$ cat src/fcs_pkg.sv
// Constants for the fieldbus command and status word block
// Overview of operation
// - Status bit 0 is one when ready to switch on, else zero.
// - Status bit 8 is one while actual value is within tolerance of reference.
// - Status bit 9 is one for remote control, zero for local.
// - Status bit 10 is one when actual magnitude reaches the supervision limit.
// - Status bit 12 is one while external run enable is received.
// - Status bit 13 is one for external location two, zero for one.
// - Status bit 14 toggles with 500 ms period; controller echoes it in command bit 14.
// - Main command bits other than heartbeat bit 14 act only while the fieldbus is the control location.
// - Data sets hold three 16-bit words; command and status are word one.
package fcs_pkg;
   localparam int WORD_W = 16;
   localparam int WORDS_PER_SET = 3;
   localparam logic [1:0] SET_MAIN_REF = 2'h1;
   localparam logic [1:0] SET_AUX_REF = 2'h3;
   localparam logic [1:0] WORD_FIRST = 2'h0;
   // Main command word fields
   localparam int CW_DRIVE_ENABLE = 0;
   localparam int CW_START = 3;
   localparam int CW_DIRECTION = 4;
   localparam int CW_CONST_SPD1 = 5;
   localparam int CW_CONST_SPD2 = 6;
   localparam int CW_FAULT_RESET = 7;
   localparam int CW_HEARTBEAT = 14;
   localparam logic [15:0] CW_USED_MASK = 16'h40f9;
   // Pump command word fields
   localparam int PC_LOCATION = 0;
   localparam int PC_PUMP_ENABLE = 1;
   localparam int PC_PUMP_FAULT_RESET = 2;
   localparam int PC_RUNTIME_RESET = 3;
   localparam int PC_LEVEL_LOOP = 4;
   localparam logic [15:0] PC_USED_MASK = 16'h001f;
   // Status word fields
   localparam int SW_READY_ON = 0;
   localparam int SW_READY_RUN = 1;
   localparam int SW_OP_ENABLED = 2;
   localparam int SW_FAULT = 3;
   localparam int SW_COAST_INACTIVE = 4;
   localparam int SW_QUICK_INACTIVE = 5;
   localparam int SW_SWITCH_INHIBIT = 6;
   localparam int SW_ALARM = 7;
   localparam int SW_TOLERANCE = 8;
   localparam int SW_REMOTE = 9;
   localparam int SW_SUPERVISION = 10;
   localparam int SW_NO_FAULT = 11;
   localparam int SW_RUN_ENABLE = 12;
   localparam int SW_LOCATION = 13;
   localparam int SW_HEARTBEAT = 14;
   localparam int SW_RESERVED = 15;
   // Reset values
   localparam logic [15:0] CW_RESET = 16'h0000;
   localparam logic [15:0] PC_RESET = 16'h0000;
   localparam logic [15:0] SW_RESET = 16'h0000;
   // Heartbeat timing
   localparam longint unsigned CLK_HZ = 64'd25000000;
   localparam longint unsigned HB_PERIOD_MS = 64'd500;
   localparam longint unsigned HB_HALF_CYCLES = (HB_PERIOD_MS * CLK_HZ) / 64'd2000;
endpackage : fcs_pkg

$ cat src/fcs_heartbeat.sv
// Heartbeat square wave divider
`timescale 1ns/1ns
`default_nettype none
module fcs_heartbeat #(
   parameter int HALF_CYCLES = int'(fcs_pkg::HB_HALF_CYCLES)
) (
   input wire logic clk,
   input wire logic rst,
   output logic wave,
   output logic tick
);
   localparam int CNT_W = (HALF_CYCLES > 2) ? $clog2(HALF_CYCLES) : 1;
   localparam logic [CNT_W-1:0] LAST = CNT_W'(HALF_CYCLES - 1);
   logic [CNT_W-1:0] cnt_reg;
   logic [CNT_W-1:0] cnt_next;
   logic wave_reg;
   logic wave_next;

   generate
      if (HALF_CYCLES < 2) begin : g_bad
         $error("HALF_CYCLES must be at least 2");
      end
   endgenerate

   assign tick = (cnt_reg == LAST);
   assign cnt_next = tick ? '0 : cnt_reg + CNT_W'(1);
   assign wave_next = tick ? ~wave_reg : wave_reg;
   assign wave = wave_reg;

   always_ff @(posedge clk or posedge rst) begin
      if (rst) begin
         cnt_reg <= '0;
         wave_reg <= 1'b0;
      end else begin
         cnt_reg <= cnt_next;
         wave_reg <= wave_next;
      end
   end

   logic [CNT_W:0] hold_cnt;
   always_ff @(posedge clk or posedge rst) begin
      if (rst) begin
         hold_cnt <= '0;
      end else if (wave_next != wave_reg) begin
         hold_cnt <= '0;
      end else begin
         hold_cnt <= hold_cnt + (CNT_W+1)'(1);
      end
   end
endmodule : fcs_heartbeat
`default_nettype wire

$ cat src/fcs_top.sv
// Fieldbus command word decode and drive status word assembly
`timescale 1ns/1ns
`default_nettype none
module fcs_top #(
   parameter int HB_HALF_CYCLES = int'(fcs_pkg::HB_HALF_CYCLES)
) (
   input wire logic CLK,
   input wire logic RST,
   input wire logic RX_VALID,
   input wire logic [1:0] RX_SET,
   input wire logic [1:0] RX_INDEX,
   input wire logic [15:0] RX_WORD,
   input wire logic FIELDBUS_ACTIVE,
   input wire logic READY_ON,
   input wire logic READY_RUN,
   input wire logic OP_ENABLED,
   input wire logic FAULT_FLAG,
   input wire logic COAST_STOP_INACTIVE,
   input wire logic QUICK_STOP_INACTIVE,
   input wire logic SWITCH_ON_INHIBITED,
   input wire logic ALARM,
   input wire logic [15:0] ACTUAL_VALUE,
   input wire logic [15:0] REFERENCE_VALUE,
   input wire logic [15:0] TOLERANCE,
   input wire logic [15:0] SUPERVISION_LIMIT,
   input wire logic REMOTE_CONTROL,
   input wire logic EXT_RUN_ENABLE,
   output logic [15:0] STATUS_WORD,
   output logic DRIVE_ENABLE,
   output logic START_CMD,
   output logic DIRECTION,
   output logic [1:0] CONST_SPEED_SEL,
   output logic FAULT_RESET,
   output logic HEARTBEAT_ECHO,
   output logic EXTERNAL_LOCATION_SELECT,
   output logic PUMP_ENABLE,
   output logic PUMP_FAULT_RESET,
   output logic RUNTIME_RESET,
   output logic FLUID_LEVEL_LOOP_ENABLE
);
   logic [15:0] drive_cmd_reg;
   logic [15:0] drive_cmd_next;
   logic [15:0] pump_cmd_reg;
   logic [15:0] pump_cmd_next;
   logic [15:0] status_reg;
   logic [6:0] gated_reg;
   logic [6:0] gated_next;
   logic hb_wave;
   logic hb_tick;
   wire [15:0] status_next;
   wire main_hit;
   wire aux_hit;
   wire signed [16:0] act_ext;
   wire signed [16:0] ref_ext;
   wire signed [16:0] diff;
   wire [16:0] abs_diff;
   wire [16:0] abs_act;
   wire in_tol;
   wire over_limit;

   generate
      if (fcs_pkg::WORD_W != 16) begin : g_bad
         $error("Words are 16 bits wide");
      end
   endgenerate

   fcs_heartbeat #(
      .HALF_CYCLES(HB_HALF_CYCLES)
   ) u_hb (
      .clk(CLK),
      .rst(RST),
      .wave(hb_wave),
      .tick(hb_tick)
   );

   // Word one of the main and auxiliary reference sets
   assign main_hit = RX_VALID && (RX_SET == fcs_pkg::SET_MAIN_REF)
      && (RX_INDEX == fcs_pkg::WORD_FIRST);
   assign aux_hit = RX_VALID && (RX_SET == fcs_pkg::SET_AUX_REF)
      && (RX_INDEX == fcs_pkg::WORD_FIRST);
   assign drive_cmd_next = main_hit ? (RX_WORD & fcs_pkg::CW_USED_MASK) : drive_cmd_reg;
   assign pump_cmd_next = aux_hit ? (RX_WORD & fcs_pkg::PC_USED_MASK) : pump_cmd_reg;

   // Main command fields other than heartbeat bit 14 take effect only under fieldbus control
   assign gated_next = FIELDBUS_ACTIVE ? {
      drive_cmd_reg[fcs_pkg::CW_FAULT_RESET],
      drive_cmd_reg[fcs_pkg::CW_CONST_SPD2],
      drive_cmd_reg[fcs_pkg::CW_CONST_SPD1],
      drive_cmd_reg[fcs_pkg::CW_DIRECTION],
      drive_cmd_reg[fcs_pkg::CW_START],
      drive_cmd_reg[fcs_pkg::CW_DRIVE_ENABLE],
      1'b1} : 7'h00;

   // Tolerance and supervision comparisons on signed values
   assign act_ext = $signed({ACTUAL_VALUE[15], ACTUAL_VALUE});
   assign ref_ext = $signed({REFERENCE_VALUE[15], REFERENCE_VALUE});
   assign diff = act_ext - ref_ext;
   assign abs_diff = diff[16] ? 17'(-diff) : 17'(diff);
   assign abs_act = act_ext[16] ? 17'(-act_ext) : 17'(act_ext);
   assign in_tol = abs_diff <= {1'b0, TOLERANCE};
   assign over_limit = abs_act >= {1'b0, SUPERVISION_LIMIT};

   assign status_next[fcs_pkg::SW_READY_ON] = READY_ON;
   assign status_next[fcs_pkg::SW_READY_RUN] = READY_RUN;
   assign status_next[fcs_pkg::SW_OP_ENABLED] = OP_ENABLED;
   assign status_next[fcs_pkg::SW_FAULT] = FAULT_FLAG;
   assign status_next[fcs_pkg::SW_COAST_INACTIVE] = COAST_STOP_INACTIVE;
   assign status_next[fcs_pkg::SW_QUICK_INACTIVE] = QUICK_STOP_INACTIVE;
   assign status_next[fcs_pkg::SW_SWITCH_INHIBIT] = SWITCH_ON_INHIBITED;
   assign status_next[fcs_pkg::SW_ALARM] = ALARM;
   assign status_next[fcs_pkg::SW_TOLERANCE] = in_tol;
   assign status_next[fcs_pkg::SW_REMOTE] = REMOTE_CONTROL;
   assign status_next[fcs_pkg::SW_SUPERVISION] = over_limit;
   assign status_next[fcs_pkg::SW_NO_FAULT] = ~FAULT_FLAG;
   assign status_next[fcs_pkg::SW_RUN_ENABLE] = EXT_RUN_ENABLE;
   assign status_next[fcs_pkg::SW_LOCATION] = pump_cmd_reg[fcs_pkg::PC_LOCATION];
   assign status_next[fcs_pkg::SW_HEARTBEAT] = hb_wave;
   assign status_next[fcs_pkg::SW_RESERVED] = 1'b0;

   always_ff @(posedge CLK or posedge RST) begin
      if (RST) begin
         drive_cmd_reg <= fcs_pkg::CW_RESET;
         pump_cmd_reg <= fcs_pkg::PC_RESET;
         status_reg <= fcs_pkg::SW_RESET;
         gated_reg <= 7'h00;
      end else begin
         drive_cmd_reg <= drive_cmd_next;
         pump_cmd_reg <= pump_cmd_next;
         status_reg <= status_next;
         gated_reg <= gated_next;
      end
   end

   assign STATUS_WORD = status_reg;
   assign DRIVE_ENABLE = gated_reg[1];
   assign START_CMD = gated_reg[2];
   assign DIRECTION = gated_reg[3];
   assign CONST_SPEED_SEL = gated_reg[5:4];
   assign FAULT_RESET = gated_reg[6];
   assign HEARTBEAT_ECHO = drive_cmd_reg[fcs_pkg::CW_HEARTBEAT];
   assign EXTERNAL_LOCATION_SELECT = pump_cmd_reg[fcs_pkg::PC_LOCATION];
   assign PUMP_ENABLE = pump_cmd_reg[fcs_pkg::PC_PUMP_ENABLE];
   assign PUMP_FAULT_RESET = pump_cmd_reg[fcs_pkg::PC_PUMP_FAULT_RESET];
   assign RUNTIME_RESET = pump_cmd_reg[fcs_pkg::PC_RUNTIME_RESET];
   assign FLUID_LEVEL_LOOP_ENABLE = pump_cmd_reg[fcs_pkg::PC_LEVEL_LOOP];
endmodule : fcs_top
`default_nettype wire

$ cat config.mk
export PLATFORM = sky130hd
export DESIGN_NAME = fcs_top
export DESIGN_NICKNAME = d
export VERILOG_FILES = /design/src/fcs_pkg.sv /design/src/fcs_heartbeat.sv /design/src/fcs_top.sv
export SDC_FILE = /design/constraint.sdc
export NUM_CORES = 1
export LEC_CHECK = 0
export BUFFER_PORTS_ARGS = -buffer_cell sky130_fd_sc_hd__buf_4
export CAP_MARGIN = 15
export CORE_MARGIN = 5
export CORE_UTILIZATION = 44
export CTS_CLUSTER_DIAMETER = 150
export DETAILED_ROUTE_END_ITERATION = 7
export PLACE_DENSITY = 0.74
export SYNTH_ARGS = -nofsm -noshare
export SYNTH_HDL_FRONTEND = slang
export SYNTH_SLANG_ARGS = --single-unit
$ cat constraint.sdc
create_clock -name CLK -period 3.1 [get_ports CLK]
set_input_delay 0.31 -clock CLK [delete_from_list [all_inputs] [get_ports CLK]]
set_output_delay 0.31 -clock CLK [all_outputs]
set_load 0.05 [all_outputs]
==> results.sh <==
export IMPL_synth_seq_area_share=0.319
export IMPL_async_flop_share=1.00
export IMPL_ys_types=56
export IMPL_syn_area_sq_um=4470
export IMPL_wl_per_cell_um=13.4
export IMPL_cts_root_buf="clkbuf_8"
export IMPL_path_max_fanout=3
export IMPL_detail_route_vias_per_cell=5.05
export IMPL_violations="setup timing"
export IMPL_worstSetupStartpointType="primary input"
export IMPL_grt_max_degree=32
export IMPL_powerDensity_nw_per_um2=425
export IMPL_grt_pass1_wl_mm=19.8
export IMPL_period_share=1.18
export IMPL_die_h_um=111
export IMPL_routed_wl_mm=11.5
export IMPL_finalCriticalPeriod_ns=3.65
export IMPL_largest_reg_flops=23
export IMPL_p_total_uw=2830
export IMPL_start_util=0.453
export IMPL_finalWorstSetupSlack_ns=-0.551
export IMPL_cts_buffer_depth=2
export IMPL_nNetsFinal=872
export IMPL_final_hold_viol_count=0
export IMPL_max_freq_mhz=274
export IMPL_p_leak_uw=0.00338
export IMPL_fp_coreArea_sq_um=9860
export IMPL_track_usage=0.189
export IMPL_synthTopCellsByCount="dfrtp_1, inv_1, ha_1"
export IMPL_drv_cap=0
export IMPL_grt_met2_usage=0.347
export IMPL_yosysMostFrequentCell="dfrtp_1"
export IMPL_synth_largest_area_cell="dfrtp_1"
export IMPL_muxShareOfSynthArea=0.0302
export IMPL_ir_drop_v=0.000302
export IMPL_synth_seq_cells=57
export IMPL_worstMarginPinSlew_ns=0.621
export IMPL_crit_arrival_ns=3.89
export IMPL_status="finished with violations"
export IMPL_yosysWarnings=0
export IMPL_synth_edff_count=0
export IMPL_synth_xor_area_share=0.118
export IMPL_vias=4346
export IMPL_use_met3=0.0349
export IMPL_synth_compound_area_share=0.136
export IMPL_numPortBuffers=117
export IMPL_numCtsBuffers=9
export IMPL_antenna_found_initial=0
export IMPL_skew_ns=0.00969
export IMPL_ios=126
export IMPL_ant_nets=0
export IMPL_cp_required_ns=3.34
export IMPL_n_antenna_cell=0
export IMPL_clock_sinks=57
export IMPL_hpwl_mm=9.51
export IMPL_criticalPathCategory="in -> reg"
export IMPL_place_congestion=0.821
export IMPL_htree_num_levels=3
export IMPL_setup_viol=1
export IMPL_cts_tree="built"
export IMPL_ys_flop_type="dfrtp_1"
export IMPL_syn_instance_count=502
export IMPL_drive_gt1_frac=0.392
export IMPL_rows=36
export IMPL_synth_area_leaders="dfrtp_1, ha_1, xnor2_1, xor2_1, inv_1"
export IMPL_fp_dieW_um=111
export IMPL_die_area_sq_um=12300
export IMPL_endpoint_kind="flop"
export IMPL_max_slew_margin=0.585
export IMPL_drt_initial_drc_count=109
export IMPL_rsz0062_at_grt="true"
export IMPL_final_setup_tns_ns=-0.551
export IMPL_busiest_layer="met2"
export IMPL_area_growth_synth_to_final_pct=48.8
export IMPL_postCtsHoldBufs=0
export IMPL_slew_violations=0
export IMPL_synthesis_nets=652
export IMPL_grt_pass1_vias=4571
export IMPL_grt_use_met1=0.221
export IMPL_stdcell_count=860
export IMPL_dp_cells=839
export IMPL_synth_top_cell_area_share=0.319
export IMPL_synthSimpleGateAreaFrac=0.194
export IMPL_synth_top_family_by_area="simple AND/OR/NAND/NOR gates"
export IMPL_drc_errors=0
export IMPL_gr_total_overflow=0
export IMPL_path_clk_slew_ns=0.07
export IMPL_syn_area_per_cell_sq_um=8.91
export IMPL_worstHoldPathType="in -> async"
export IMPL_clkLatencyLatePin_ns=0.33
export IMPL_synthAdderAreaFrac=0.147
export IMPL_drt_pass1_iter_count=4
[worst max-delay path, stage by stage]
cell       delay (ns)
buf_4            0.12
ha_1             0.29
nor2b_2          0.16
o2111ai_2        0.20
buf_4            0.16
and4b_1          0.20
o221ai_2         0.15
a2111o_1         0.45
buf_6            0.15
nor4b_4          0.24
buf_4            0.17
a21oi_2          0.05
xor2_1           0.15
ha_1             0.29
nand2_1          0.06
nor2_1           0.05
and2_1           0.16
o41ai_2          0.25
o21ai_1          0.13
a31oi_1          0.16
[cell families (layout without fill, tap and decap cells)]
group	Yosys count	in the layout
AOI/OAI and AO/OA	91	91
xor gates and xnor gates	60	60
adders and majority gates	52	52
buffers and inverters	61	286
DFF	57	57
muxes	12	12
other	1	1
and+or+nand+nor	168	168
[worst paths after layout]
| path | from | endpoint | slack (ns) | cells past startpoint |
|---|---|---|---|---|
| worst max-delay path | ACTUAL_VALUE[2] | STATUS_WORD[8] | -0.55 | 20 |
| worst min-delay path | RST | STATUS_WORD[0] | 0.05 | 2 |
| worst max register to register | u_hb.cnt_reg[0] | u_hb.cnt_reg[18] | 1.01 | 8 |
| worst min register to register | u_hb.wave | STATUS_WORD[14] | 0.42 | 0 |
| max in group asynchronous | RST | u_hb.cnt_reg[10] | 2.27 | 3 |
| min in group CLK | COAST_STOP_INACTIVE | STATUS_WORD[4] | 0.08 | 1 |
[power by group]
| part | total [uW] | switching (uW) | internal, uW |
|---|---|---|---|
| sequential | 835 | 25.7 | 809 |
| clock | 664 | 277 | 386 |
| combinational | 1330 | 692 | 635 |
| total | 2830 | 995 | 1830 |
[area by class of cell]
| class | instances | area [sq um] |
|---|---|---|
| timing repair buffer | 218 | 1660 |
| multi-input combinational | 384 | 3000 |
| clock buffer | 10 | 138 |
| sequential | 57 | 1430 |
| fill | 787 | 3210 |
| tap | 133 | 166 |
| inverter | 52 | 208 |
| clock inverter | 6 | 57.6 |
[stage by stage]
| step | hold WS [ns] | utilization | setup slack [ns] | instance area, sq um |
|---|---|---|---|---|
| after detailed placement | 0.400 | 0.633 | -1.10 | 6240 |
| after global placement | 0.384 | 0.633 | -0.930 | 6240 |
| final | 0.0517 | 0.674 | -0.551 | 6650 |
| after floorplan | 0.341 | - | -0.658 | 4530 |
| after CTS | 0.0641 | 0.660 | -0.605 | 6510 |
| after global routing | 0.0651 | 0.674 | -0.717 | 6650 |
[cell usage in the layout, fill, tap and decap left out, types with 6 or more instances in the layout]
cell	count
ha_1	48
nor3_1	12
a21oi_2	6
nor2_1	39
clkbuf_8	10
o21ai_0	14
xnor2_1	33
buf_4	215
nand2b_1	6
dfrtp_1	57
nor2b_1	8
inv_1	50
and2_1	8
nand4_1	9
mux2_2	12
and3_1	6
xor2_1	26
a21o_1	11
o31ai_1	6
a21oi_1	14
nand2_1	32
nand3_1	22
[layer usage]
metal / part of all wire / routed length [um]
met5: 0 / 0
met1: 0.41 / 4760
met2: 0.52 / 6010
met3: 0.048 / 556
met4: 0.014 / 164
[repair_timing]
action	4_1_cts	5_1_grt
endpoints found under the hold margin	0	0
pin swaps	18	11
setup endpoints to repair	1	1
gates cloned	0	0
buffers inserted	4	1
gates resized for setup	9	26
No activity file was read; power rests on OpenSTA's default activity.
